<file path="src/logic/dtm_pkg.sv">
// constants shared by the dual reload timer block
// Behaviour
// two independent 16-bit timers, each reload timer or free-running counter
// both timers count on the system clock only
// control byte bits 7-4 timer b flag/mode/run/irq, bits 3-0 same for timer a
// hardware sets overflow flag on overflow; only software clears it
// mode bit 1 selects auto-reload, 0 selects free-running
// timer counts only while run bit set; clearing stops it
// irq enable 1 lets overflow raise interrupt; 0 suppresses it
// timer a irq enable gates timer a interrupt independently of timer b
// in reload mode, count byte writes go to the reload register
// in free-run mode, count byte writes load the live counter at once
// count byte reads always return the live counter
// no snapshot latch; each byte read shows counter at that moment
// software should read high byte first, then low byte
// timer a low byte at 0xae, high byte at 0xaf
// timer b low byte at 0xac, high byte at 0xad
// all count bytes reset to zero and are read/write
// overflow reloads from reload register in reload mode, else wraps to zero
// stopped timer holds count and never sets its overflow flag
package dtm_pkg;
  localparam int DTM_ADDR_W = 8;
  localparam logic [7:0] DTM_B_LOW_OFS = 8'hac;
  localparam logic [7:0] DTM_B_HIGH_OFS = 8'had;
  localparam logic [7:0] DTM_A_LOW_OFS = 8'hae;
  localparam logic [7:0] DTM_A_HIGH_OFS = 8'haf;
  localparam logic [7:0] DTM_CTRL_OFS = 8'hab;
  localparam logic [7:0] DTM_CTRL_RESET = 8'h00;
  localparam logic [15:0] DTM_COUNT_RESET = 16'h0000;
  localparam int DTM_FLAG_BIT = 3;
  localparam int DTM_MODE_BIT = 2;
  localparam int DTM_RUN_BIT = 1;
  localparam int DTM_IEN_BIT = 0;
  localparam int DTM_B_NIBBLE = 4;
  localparam int DTM_A_NIBBLE = 0;
endpackage

</file>
<file path="src/logic/dtm_timer.sv">
// one 16-bit reload timer or free-running counter
module dtm_timer
  import dtm_pkg::*;
#(
  parameter int WIDTH = 16
) (
  input wire logic clk,
  input wire logic rst_n,
  input wire logic run,
  input wire logic reload_mode,
  input wire logic wr_low,
  input wire logic wr_high,
  input wire logic [7:0] wr_data,
  output logic [WIDTH-1:0] count,
  output logic overflow
);
  logic [WIDTH-1:0] count_reg;
  logic [WIDTH-1:0] reload_reg;
  logic [WIDTH-1:0] count_next;
  logic ovf;

  assign ovf = run && (count_reg == {WIDTH{1'b1}});

  always_comb begin
    count_next = count_reg;
    if (run) begin
      if (ovf) begin
        count_next = reload_mode ? reload_reg : '0;
      end else begin
        count_next = count_reg + 1'b1;
      end
    end
    if (!reload_mode && wr_low) begin
      count_next[7:0] = wr_data;
    end
    if (!reload_mode && wr_high) begin
      count_next[15:8] = wr_data;
    end
  end

  always_ff @(posedge clk) begin
    if (!rst_n) begin
      count_reg <= DTM_COUNT_RESET;
    end else begin
      count_reg <= count_next;
    end
  end

  always_ff @(posedge clk) begin
    if (!rst_n) begin
      reload_reg <= DTM_COUNT_RESET;
    end else begin
      if (reload_mode && wr_low) begin
        reload_reg[7:0] <= wr_data;
      end
      if (reload_mode && wr_high) begin
        reload_reg[15:8] <= wr_data;
      end
    end
  end

  assign count = count_reg;
  assign overflow = ovf;
endmodule

</file>
<file path="src/logic/dtm_wb_slave.sv">
// classic wishbone single-cycle slave handshake
module dtm_wb_slave (
  input wire logic clk,
  input wire logic rst_n,
  input wire logic cyc,
  input wire logic stb,
  input wire logic we,
  input wire logic sel,
  output logic ack,
  output logic wr_pulse,
  output logic rd_pulse
);
  logic ack_reg;
  logic req;

  assign req = cyc && stb && !ack_reg;

  always_ff @(posedge clk) begin
    if (!rst_n) begin
      ack_reg <= 1'b0;
    end else begin
      ack_reg <= req;
    end
  end

  assign ack = ack_reg;
  assign wr_pulse = req && we && sel;
  assign rd_pulse = req && !we;
endmodule

</file>
<file path="src/logic/dtm_top.sv">
// dual 16-bit system timers with wishbone register access
module dtm_top
  import dtm_pkg::*;
(
  input wire logic MCLK,
  input wire logic RESET_N,
  input wire logic WB_CYC_I,
  input wire logic WB_STB_I,
  input wire logic WB_WE_I,
  input wire logic [dtm_pkg::DTM_ADDR_W-1:0] WB_ADR_I,
  input wire logic [7:0] WB_DAT_I,
  input wire logic WB_SEL_I,
  output logic [7:0] WB_DAT_O,
  output logic WB_ACK_O,
  output logic TIMER_A_IRQ,
  output logic TIMER_B_IRQ
);
  import dtm_pkg::*;

  // ************************************************************
  // bus front end
  // ************************************************************
  logic wr_pulse;
  logic rd_pulse;
  logic [7:0] ctrl_reg;
  logic [7:0] dat_o_reg;
  logic irq_a_reg;
  logic irq_b_reg;
  logic [15:0] count_a;
  logic [15:0] count_b;
  logic ovf_a;
  logic ovf_b;

  dtm_wb_slave u_wb (
    .clk(MCLK),
    .rst_n(RESET_N),
    .cyc(WB_CYC_I),
    .stb(WB_STB_I),
    .we(WB_WE_I),
    .sel(WB_SEL_I),
    .ack(WB_ACK_O),
    .wr_pulse(wr_pulse),
    .rd_pulse(rd_pulse)
  );

  function automatic logic hit(input logic [7:0] adr, input logic [7:0] ofs);
    hit = (adr == ofs);
  endfunction

  // ************************************************************
  // timers
  // ************************************************************
  localparam int A = DTM_A_NIBBLE;
  localparam int B = DTM_B_NIBBLE;

  dtm_timer #(.WIDTH(16)) u_timer_a (
    .clk(MCLK),
    .rst_n(RESET_N),
    .run(ctrl_reg[A+DTM_RUN_BIT]),
    .reload_mode(ctrl_reg[A+DTM_MODE_BIT]),
    .wr_low(wr_pulse && hit(WB_ADR_I, DTM_A_LOW_OFS)),
    .wr_high(wr_pulse && hit(WB_ADR_I, DTM_A_HIGH_OFS)),
    .wr_data(WB_DAT_I),
    .count(count_a),
    .overflow(ovf_a)
  );

  dtm_timer #(.WIDTH(16)) u_timer_b (
    .clk(MCLK),
    .rst_n(RESET_N),
    .run(ctrl_reg[B+DTM_RUN_BIT]),
    .reload_mode(ctrl_reg[B+DTM_MODE_BIT]),
    .wr_low(wr_pulse && hit(WB_ADR_I, DTM_B_LOW_OFS)),
    .wr_high(wr_pulse && hit(WB_ADR_I, DTM_B_HIGH_OFS)),
    .wr_data(WB_DAT_I),
    .count(count_b),
    .overflow(ovf_b)
  );

  // ************************************************************
  // control byte
  // ************************************************************
  logic ctrl_wr;
  assign ctrl_wr = wr_pulse && hit(WB_ADR_I, DTM_CTRL_OFS);

  always_ff @(posedge MCLK) begin
    if (!RESET_N) begin
      ctrl_reg <= DTM_CTRL_RESET;
    end else begin
      if (ctrl_wr) begin
        ctrl_reg <= WB_DAT_I;
      end
      // set beats software clear
      if (ovf_a) begin
        ctrl_reg[A+DTM_FLAG_BIT] <= 1'b1;
      end
      if (ovf_b) begin
        ctrl_reg[B+DTM_FLAG_BIT] <= 1'b1;
      end
    end
  end

  // ************************************************************
  // interrupt requests
  // ************************************************************
  always_ff @(posedge MCLK) begin
    if (!RESET_N) begin
      irq_a_reg <= 1'b0;
      irq_b_reg <= 1'b0;
    end else begin
      irq_a_reg <= ctrl_reg[A+DTM_FLAG_BIT] && ctrl_reg[A+DTM_IEN_BIT];
      irq_b_reg <= ctrl_reg[B+DTM_FLAG_BIT] && ctrl_reg[B+DTM_IEN_BIT];
    end
  end

  // ************************************************************
  // read data
  // ************************************************************
  always_ff @(posedge MCLK) begin
    if (!RESET_N) begin
      dat_o_reg <= 8'h00;
    end else if (rd_pulse) begin
      unique case (WB_ADR_I)
        DTM_A_LOW_OFS: dat_o_reg <= count_a[7:0];
        DTM_A_HIGH_OFS: dat_o_reg <= count_a[15:8];
        DTM_B_LOW_OFS: dat_o_reg <= count_b[7:0];
        DTM_B_HIGH_OFS: dat_o_reg <= count_b[15:8];
        DTM_CTRL_OFS: dat_o_reg <= ctrl_reg;
        default: dat_o_reg <= 8'h00;
      endcase
    end
  end

  assign WB_DAT_O = dat_o_reg;
  assign TIMER_A_IRQ = irq_a_reg;
  assign TIMER_B_IRQ = irq_b_reg;
endmodule

</file>
<file path="config.mk">
export PLATFORM = sky130hd
export DESIGN_NAME = dtm_top
export DESIGN_NICKNAME = d
export VERILOG_FILES = /design/src/logic/dtm_pkg.sv /design/src/logic/dtm_timer.sv /design/src/logic/dtm_wb_slave.sv /design/src/logic/dtm_top.sv
export SDC_FILE = /design/constraint.sdc
export NUM_CORES = 1
export LEC_CHECK = 0
export BUFFER_PORTS_ARGS = -buffer_cell sky130_fd_sc_hd__buf_4
export CORE_MARGIN = 1
export CORE_UTILIZATION = 62
export DETAILED_ROUTE_END_ITERATION = 16
export GPL_TIMING_DRIVEN = 0
export HOLD_SLACK_MARGIN = 0.1
export PLACE_DENSITY = 0.94
export SYNTH_ARGS = -nofsm -noshare
export SYNTH_HDL_FRONTEND = slang
export SYNTH_SLANG_ARGS = --single-unit
export TNS_END_PERCENT = 50
</file>
<file path="constraint.sdc">
create_clock -name MCLK -period 5.9 [get_ports MCLK]
set_input_delay 0.59 -clock MCLK [delete_from_list [all_inputs] [get_ports MCLK]]
set_output_delay 0.59 -clock MCLK [all_outputs]
set_load 0.03 [all_outputs]
</file>
==> impl_summary.txt, run 1 <==
----------------------------------------------------
[Timing]
  Setup TNS ... 0 ps
  Max Clock Skew ... between 10 and 15 ps
  Number of hold violations in the final report ... 0
  Max-slew violation count ... 0
  Time the worst path needs with I/O delays and setup ... 2520 ps
  Relative slew margins ... 0.485
  Unrepaired setup endpoints after global routing ... no
  Setup Viol. Count Final ... 0
  Worst Max-Slew Pin Slew ... ~770 ps
  Share of the cycle needed by the critical path after routing ... 0.427
  Achievable Freq ... approximately 400 MHz
  Worst Hold Margin ... about 480 ps

[Placed design]
  Cell count after placement ... about 700
  Global placement routability congestion ... between 1 and 1.5
  Count of input and output buffers ... 22
  Detailed placement HPWL ... about 11000 um
  Area after detailed placement ... between 5000 and 6000 um^2

[Global route]
  Via count of the first global-routing pass ... around 4500
  GRT Util Overall ... 0.398
  Initial antenna violation count ... 1
  Leftover overflow at the end of global routing ... 0
  Wire length of the first global-routing pass ... ~23000 um
  Largest net degree at the start of global routing ... 17

[Setup path]
  Reg-to-reg critical path startpoint ... u_timer_b.count[0]
  Chain of cells forming the critical path ... ha_1 -> nand3_1 -> nor3_1 -> and3_1 -> buf_2 -> a22o_1 -> o211a_1
  Beginning of the critical path ... u_timer_b.count[0]
  Stage delay of the slowest cell on the critical path ... ~550 ps
  Slowest stage cell on the critical path ... sky130_fd_sc_hd__nor3_1
  Number of buffer and inverter instances along the worst setup path ... 1
  Maximum fanout along the worst path ... 10
  Critical path start-end classification ... reg -> reg
  Critical Path Start Type ... register
  Arrival time at the worst endpoint ... between 2000 and 3000 ps
  Cell class contributing the biggest share of worst-path delay ... simple AND/OR/NAND/NOR gates
  Required time at the worst-slack endpoint ... roughly 6200 ps
  Worst setup EP type ... register

[Clock tree]
  Clock Tree Buf Depth ... 2
  CTS sink count ... 83
  Post-CTS sizing ... 0
  Clock insertion delay at the later pin of the skew report ... between 300 and 400 ps
  Root buf cell ... sky130_fd_sc_hd__clkbuf_8
  Total clock buffers created by CTS ... 9
  CTS Hold Buffers Added ... 0
  Post-CTS Setup Inserts ... 0
  CTS clock-pin slew for the worst setup and hold paths ... 100 ps
  TritonCTS clock tree ... done
  Maximum level of the CTS H-tree ... 3

[Detailed routing]
  Routed Wire Length ... 15200 um
  Drc violations ... 0
  1st-iter DRT viols ... 641
  Post-route antenna net violation count ... 0
  Wirelength per Cell ... around 21 um
  DR vias ... about 5000
  Number of iterations in the first detailed-routing pass ... 5
  Vias per cell ... between 6 and 7

[Hold path]
  Classification of the worst-slack hold path ... reg -> reg
  Worst Min Path Start ... u_timer_a.reload_reg[12]

[Synth]
  Avg Cell Area, Syn ... approximately 8 um^2
  Cells after synthesis ... around 580
  Async set-or-reset flop fraction in the synthesized netlist ... 0
  Proportion of netlist area held by the largest area contributor ... 0.349
  Mapped Area ... 4750 um^2
  Number of warnings reported in the yosys synthesis log ... 0
  Most repeated cell in the gate-level netlist after synthesis ... sky130_fd_sc_hd__dfxtp_1
  EDFF count, synth ... 0
  Leading cell types by count after synthesis ... sky130_fd_sc_hd__dfxtp_1, sky130_fd_sc_hd__nand2_1, sky130_fd_sc_hd__clkbuf_1
  Top cell type by total area after synthesis ... sky130_fd_sc_hd__dfxtp_1
  Flops & latches, synth ... just over 80
  Ranking of synthesized cells by area ... sky130_fd_sc_hd__dfxtp_1, sky130_fd_sc_hd__mux2i_1, sky130_fd_sc_hd__nor2b_1
  Most used DFF post-synth ... sky130_fd_sc_hd__dfxtp_1
  Syn Nets ... ~600
  Portion of the post-synthesis area used by sequential elements ... 0.349
  Netlist cell types ... 69

[Power and ir drop]
  Maximum vdd drop ... between 100 and 150 uV
  Power density over the cells ... between 200 and 250 nW/um^2
  Leak Pwr ... about 0.0019 uW
  Total Power Consumption ... around 1100 uW

[Final layout]
  Finished layout cell area ... 5250 um^2
  Share of post-route cells with drive strength above 1 ... 0.101
  Nets@finish ... between 600 and 700
  Count of non-filler cells in the finished layout ... about 710
  Signed area change from the synthesized netlist to the final layout ... 10.4%
  Diode insertion count for antenna repair ... 0

[Floorplanning]
  Initial standard-cell utilization of the core ... 0.649
  Row count ... 31
  Count of boundary I/O pins ... 33
  Standard cell core area ... about 7300 um^2
  Die Ht ... 89.6 um
  Area of the die ... 8020 um^2
  Width of the die ... roughly 90 um

[Flow run]
  Max capacitance violation total ... 0

[Run status]
  Result of the run ... finished clean

----------------------------------------------------
worst paths after layout:
path	endpoint	slack [ps]	cells past startpoint
max	u_timer_b.count[5]	3380	7
min	u_timer_a.count[12]	480	2
max reg2reg	u_timer_b.count[5]	3380	7
min reg2reg	u_timer_a.count[12]	480	2
final cells by class:
type                       instances  area [um^2]
buffer                            52          218
clock buffer                       9          124
clock inverter                     7         82.6
fill                             591         2080
inverter                           8         30.0
multi-input combinational        434         2850
sequential                        83         1660
tap                               99          124
timing repair buffer              22          165
routing by layer:
layer | up-vias | global-route usage | routed length [um]
met5 | - | 0 | 10
met4 | 2 | 0.251 | 797
met3 | 78 | 0.0978 | 2140
met2 | 408 | 0.587 | 6420
met1 | 2281 | 0.523 | 5830
li1 | 2197 | - | -
worst reg2reg max path: cells and delay by family, from the launching register on:
family / cells / cell delay, ps
compound gates: 2 / 340
fa+ha+maj: 1 / 320
flops: 1 / 470
buf+inv: 1 / 270
simple gates: 3 / 1060
stage by stage:
stage                     worst slack, ps  utilization
after floorplan                      3880            -
after global placement               3480        0.688
after detailed placement             3440        0.688
after CTS                            3470        0.716
after global routing                 3260        0.716
final                                3380        0.716
cells by family (layout without fill, tap and decap cells):
group / Yosys count / count (layout) / synth area share
buffers and inverters: 60 / 98 / 0.0521
adders and majority gates: 2 / 2 / 0.00526
DFF: 83 / 83 / 0.349
muxes: 39 / 39 / 0.0850
and+or+nand+nor: 224 / 224 / 0.257
AOI/OAI and AO/OA: 150 / 150 / 0.216
xor gates and xnor gates: 19 / 19 / 0.0350
power breakdown:
| part | leakage [uW] | total (uW) | internal, uW | switching [uW] |
|---|---|---|---|---|
| Clock | 0.0000984 | 432 | 202 | 230 |
| Sequential | 0.000669 | 564 | 562 | 1.60 |
| Combinational | 0.00116 | 72.0 | 23.1 | 48.9 |
cells in the final DEF (no fill, tap or decap), drive strengths merged, types with 17 or more instances in the layout:
cell type,Yosys,layout
o21ai,30,30
nand2,55,55
dfxtp,83,83
nand3,25,25
clkbuf,40,49
mux2i,37,37
nor2b,34,34
buf,12,34
a21oi,23,23
nor2,32,32
nand4,17,17
Note: power is estimated with default switching activity, not from simulation.
==> run 2: changes to the inputs <==
Settings changed: ABC_AREA from default to 1, CORE_UTILIZATION 62 to 61, PLACE_DENSITY 0.94 to 0.92.
Clock period 5.9 ns to 2.64 ns, I/O delays scaled along.
==> run 2 against run 1 <==
  * Total power is 130% higher
  * Clock power is 140% higher
  * Synthesized area is 6.1% higher
  * Worst setup slack worse by 2800 ps
  * Sequential power is 120% higher
  * Flip-flop and latch count stayed put
  * Fmax is 24% higher
  * Clock-buffer cell count stayed put
  * Global-route usage is 0.17 points lower
  * Sequential share of layout area is 2.1 points lower
==> impl_summary.txt, run 2 <==
----------------------------------------------------
[Run status]
  Result of the run ... finished clean

[Timing]
  Max-slew violation count ... 0 (unchanged)
  Worst Max-Slew Pin Slew ... 602 ps (-171 ps)
  Achievable Freq ... 493 MHz (+24%)
  Share of the cycle needed by the critical path after routing ... 0.769 (+0.342)
  Setup TNS ... 0 ps (unchanged)
  Time the worst path needs with I/O delays and setup ... 2030 ps (-490 ps)
  Setup Viol. Count Final ... 0 (unchanged)
  Worst Hold Margin ... 168 ps (-308 ps)
  Max Clock Skew ... 10.4 ps (-4.58 ps)
  Unrepaired setup endpoints after global routing ... no
  Relative slew margins ... 0.599 (+0.114)
  Number of hold violations in the final report ... 0 (unchanged)

[Synth]
  Netlist cell types ... 35 (-49%)
  Most repeated cell in the gate-level netlist after synthesis ... sky130_fd_sc_hd__nand2_1
  Number of warnings reported in the yosys synthesis log ... 0 (unchanged)
  Proportion of netlist area held by the largest area contributor ... 0.329 (-0.0201)
  Avg Cell Area, Syn ... 6.30 um^2 (-24%)
  Mapped Area ... 5040 um^2 (+6.1%)
  Ranking of synthesized cells by area ... sky130_fd_sc_hd__dfxtp_1, sky130_fd_sc_hd__nand2_1, sky130_fd_sc_hd__inv_1
  Leading cell types by count after synthesis ... sky130_fd_sc_hd__nand2_1, sky130_fd_sc_hd__inv_1, sky130_fd_sc_hd__dfxtp_1
  Top cell type by total area after synthesis ... sky130_fd_sc_hd__dfxtp_1
  EDFF count, synth ... 0 (unchanged)
  Cells after synthesis ... 801 (+39%)
  Syn Nets ... 825 (+37%)
  Portion of the post-synthesis area used by sequential elements ... 0.329 (-0.0201)
  Flops & latches, synth ... 83 (unchanged)
  Async set-or-reset flop fraction in the synthesized netlist ... 0 (unchanged)
  Most used DFF post-synth ... sky130_fd_sc_hd__dfxtp_1

[Placed design]
  Detailed placement HPWL ... 12200 um (+14%)
  Cell count after placement ... 935 (+34%)
  Count of input and output buffers ... 32 (+45%)
  Global placement routability congestion ... 1.01 (-1.1%)

[Setup path]
  Required time at the worst-slack endpoint ... 2900 ps (-3320 ps)
  Arrival time at the worst endpoint ... 2290 ps (-550 ps)
  Worst Reg-to-Reg Cells ... 10 (+3)
  Critical path start-end classification ... reg -> reg
  Slowest stage cell on the critical path ... sky130_fd_sc_hd__dfxtp_1
  Maximum fanout along the worst path ... 9 (-1)
  Critical Path Start Type ... register
  Reg-to-reg critical path startpoint ... u_timer_a.count[0]
  Beginning of the critical path ... u_timer_a.count[0]
  Reg2Reg Capture Point ... u_timer_a.count[3]
  Worst setup EP type ... register
  Chain of cells forming the critical path ... ha_1 -> nand2_1 -> nor2_1 -> nand2_2 -> nor2_4 -> nand2_2 -> nand3_1 -> nand2_1 -> a21oi_1 -> nor2_1
  Stage delay of the slowest cell on the critical path ... 430 ps (-120 ps)
  Worst setup path endpoint ... u_timer_a.count[3]
  Slack of the worst reg-to-reg path ... 610 ps (-2770 ps)

[Global route]
  GRT Util Overall ... 0.397 (-0.00166)
  Wire length of the first global-routing pass ... 26200 um (+12%)
  Leftover overflow at the end of global routing ... 0 (unchanged)
  Largest net degree at the start of global routing ... 15 (-2)
  Via count of the first global-routing pass ... 5144 (+15%)
  Initial antenna violation count ... 0 (-1)

[Clock tree]
  Clock Tree Buf Depth ... 2 (unchanged)
  Post-CTS Setup Inserts ... 0 (unchanged)
  Maximum level of the CTS H-tree ... 3 (unchanged)
  CTS clock-pin slew for the worst setup and hold paths ... 80 ps (-20 ps)
  CTS sink count ... 83 (unchanged)
  Total clock buffers created by CTS ... 9 (unchanged)
  Clock insertion delay at the later pin of the skew report ... 370 ps (about the same)
  Post-CTS sizing ... 0 (unchanged)
  CTS Hold Buffers Added ... 0 (unchanged)
  TritonCTS clock tree ... done
  Root buf cell ... sky130_fd_sc_hd__clkbuf_8

[Detailed routing]
  Vias per cell ... 6.06 (-13%)
  DR vias ... 5756 (+16%)
  Routed Wire Length ... 16300 um (+7.3%)
  Number of iterations in the first detailed-routing pass ... 5 (unchanged)
  Post-route antenna net violation count ... 0 (unchanged)
  Drc violations ... 0 (unchanged)
  Wirelength per Cell ... 17.2 um (-19%)
  1st-iter DRT viols ... 962 (+50%)

[Hold path]
  Classification of the worst-slack hold path ... in -> reg
  Worst Min Path Start ... WB_STB_I

[Final layout]
  Count of non-filler cells in the finished layout ... 950 (+33%)
  Final core utilization ... 0.717 (+0.000833)
  Nets@finish ... 868 (+37%)
  Signed area change from the synthesized netlist to the final layout ... 11.5%
  Commonest cells after routing, fill and taps aside ... sky130_fd_sc_hd__nand2_1, sky130_fd_sc_hd__inv_1, sky130_fd_sc_hd__dfxtp_1
  Diode insertion count for antenna repair ... 0 (unchanged)
  Share of post-route cells with drive strength above 1 ... 0.123 (+0.0218)
  Most common cell after layout, fill and taps aside ... sky130_fd_sc_hd__nand2_1

[Power and ir drop]
  Maximum vdd drop ... 371 uV (+180%)
  Leak Pwr ... 0.00222 uW (+15%)
  Power density over the cells ... 435 nW/um^2 (+110%)

[Floorplanning]
  Die Ht ... 92.9 um (+3.8%)
  Area of the die ... 8640 um^2 (+7.7%)
  Row count ... 32 (+3.2%)
  Width of the die ... 92.9 um (+3.8%)
  Standard cell core area ... 7850 um^2 (+7.0%)
  Initial standard-cell utilization of the core ... 0.643 (-0.00572)
  Count of boundary I/O pins ... 33 (unchanged)

[Flow run]
  Max capacitance violation total ... 0 (unchanged)

----------------------------------------------------
run 2: changes by cell type after synthesis, moves of 12 or more:
cell	before	now
sky130_fd_sc_hd__nand2_1	55	205
sky130_fd_sc_hd__inv_1	7	99
sky130_fd_sc_hd__o21ai_0	28	72
sky130_fd_sc_hd__a21oi_1	23	63
sky130_fd_sc_hd__mux2i_1	37	0
sky130_fd_sc_hd__nand3_1	25	61
sky130_fd_sc_hd__nor2_1	32	67
sky130_fd_sc_hd__nor2b_1	34	0
sky130_fd_sc_hd__clkbuf_1	40	13
sky130_fd_sc_hd__nand4_1	16	35
sky130_fd_sc_hd__inv_2	0	13
sky130_fd_sc_hd__and3_1	12	0
sky130_fd_sc_hd__o211ai_1	15	3
run 2: area by class of cell:
type | instances | area [um^2]
multi-input cells | 578 | 2820
fillers | 711 | 2220
flip-flops and latches | 83 | 1660
inverters | 114 | 428
repair buffers | 32 | 240
plain buffers | 26 | 139
well taps | 102 | 128
clock buffers | 9 | 124
clock inverters | 6 | 90.1
run 2: how the worst min path moves through the flow:
stage | end | slack [ps] | cells after the start
2_1_floorplan | u_timer_a.reload_reg[8] | 400 | 2
3_3_place_gp | u_timer_a.reload_reg[1] | 430 | 2
3_5_place_dp | u_timer_a.reload_reg[1] | 440 | 2
4_1_cts | u_wb.ack | 170 | 3
5_1_grt | u_wb.ack | 180 | 3
6_report | u_wb.ack | 170 | 3
run 2: cells by family (layout without fill, tap and decap cells):
| group | after synthesis | count (layout) | synth area share |
|---|---|---|---|
| simple gates | 415 | 415 | 0.384 |
| flops | 83 | 83 | 0.329 |
| xor+xnor | 8 | 8 | 0.0139 |
| buf+inv | 140 | 187 | 0.112 |
| fa+ha+maj | 2 | 2 | 0.00496 |
| compound gates | 153 | 153 | 0.156 |
run 2: where the power goes:
group / switching [uW] / total [uW] / leakage (uW) / internal, uW
sequential: 3.45 / 1260 / 0.000669 / 1260
combinational: 106 / 155 / 0.00144 / 48.9
clock: 499 / 1030 / 0.000106 / 531
total: 608 / 2450 / 0.00222 / 1840
run 2: per-layer routing:
metal  GRT usage  vias to the layer above  share of wire
met5           0                        -              0
met4       0.172                        0          0.039
met3      0.0575                       64           0.13
met2       0.597                      437           0.43
met1       0.561                     2558           0.41
li1            -                     2697              -
run 2: stage by stage:
step / total power (uW) / cell area [um^2] / setup WS [ps]
floorplan: 1360 / 5040 / 1060
global placement: 1440 / 5410 / 770
global route: 2490 / 5630 / 581
detailed placement: 1440 / 5410 / 755
finish: 2450 / 5630 / 610
CTS: 2430 / 5630 / 727
run 2: critical path: cells and delay by family (launching register included):
family,cells,cell delay [ps]
AO/OA/AOI/OAI,1,210
adder cells (fa/ha/maj),1,300
flip-flops,1,430
AND/OR/NAND/NOR,8,960
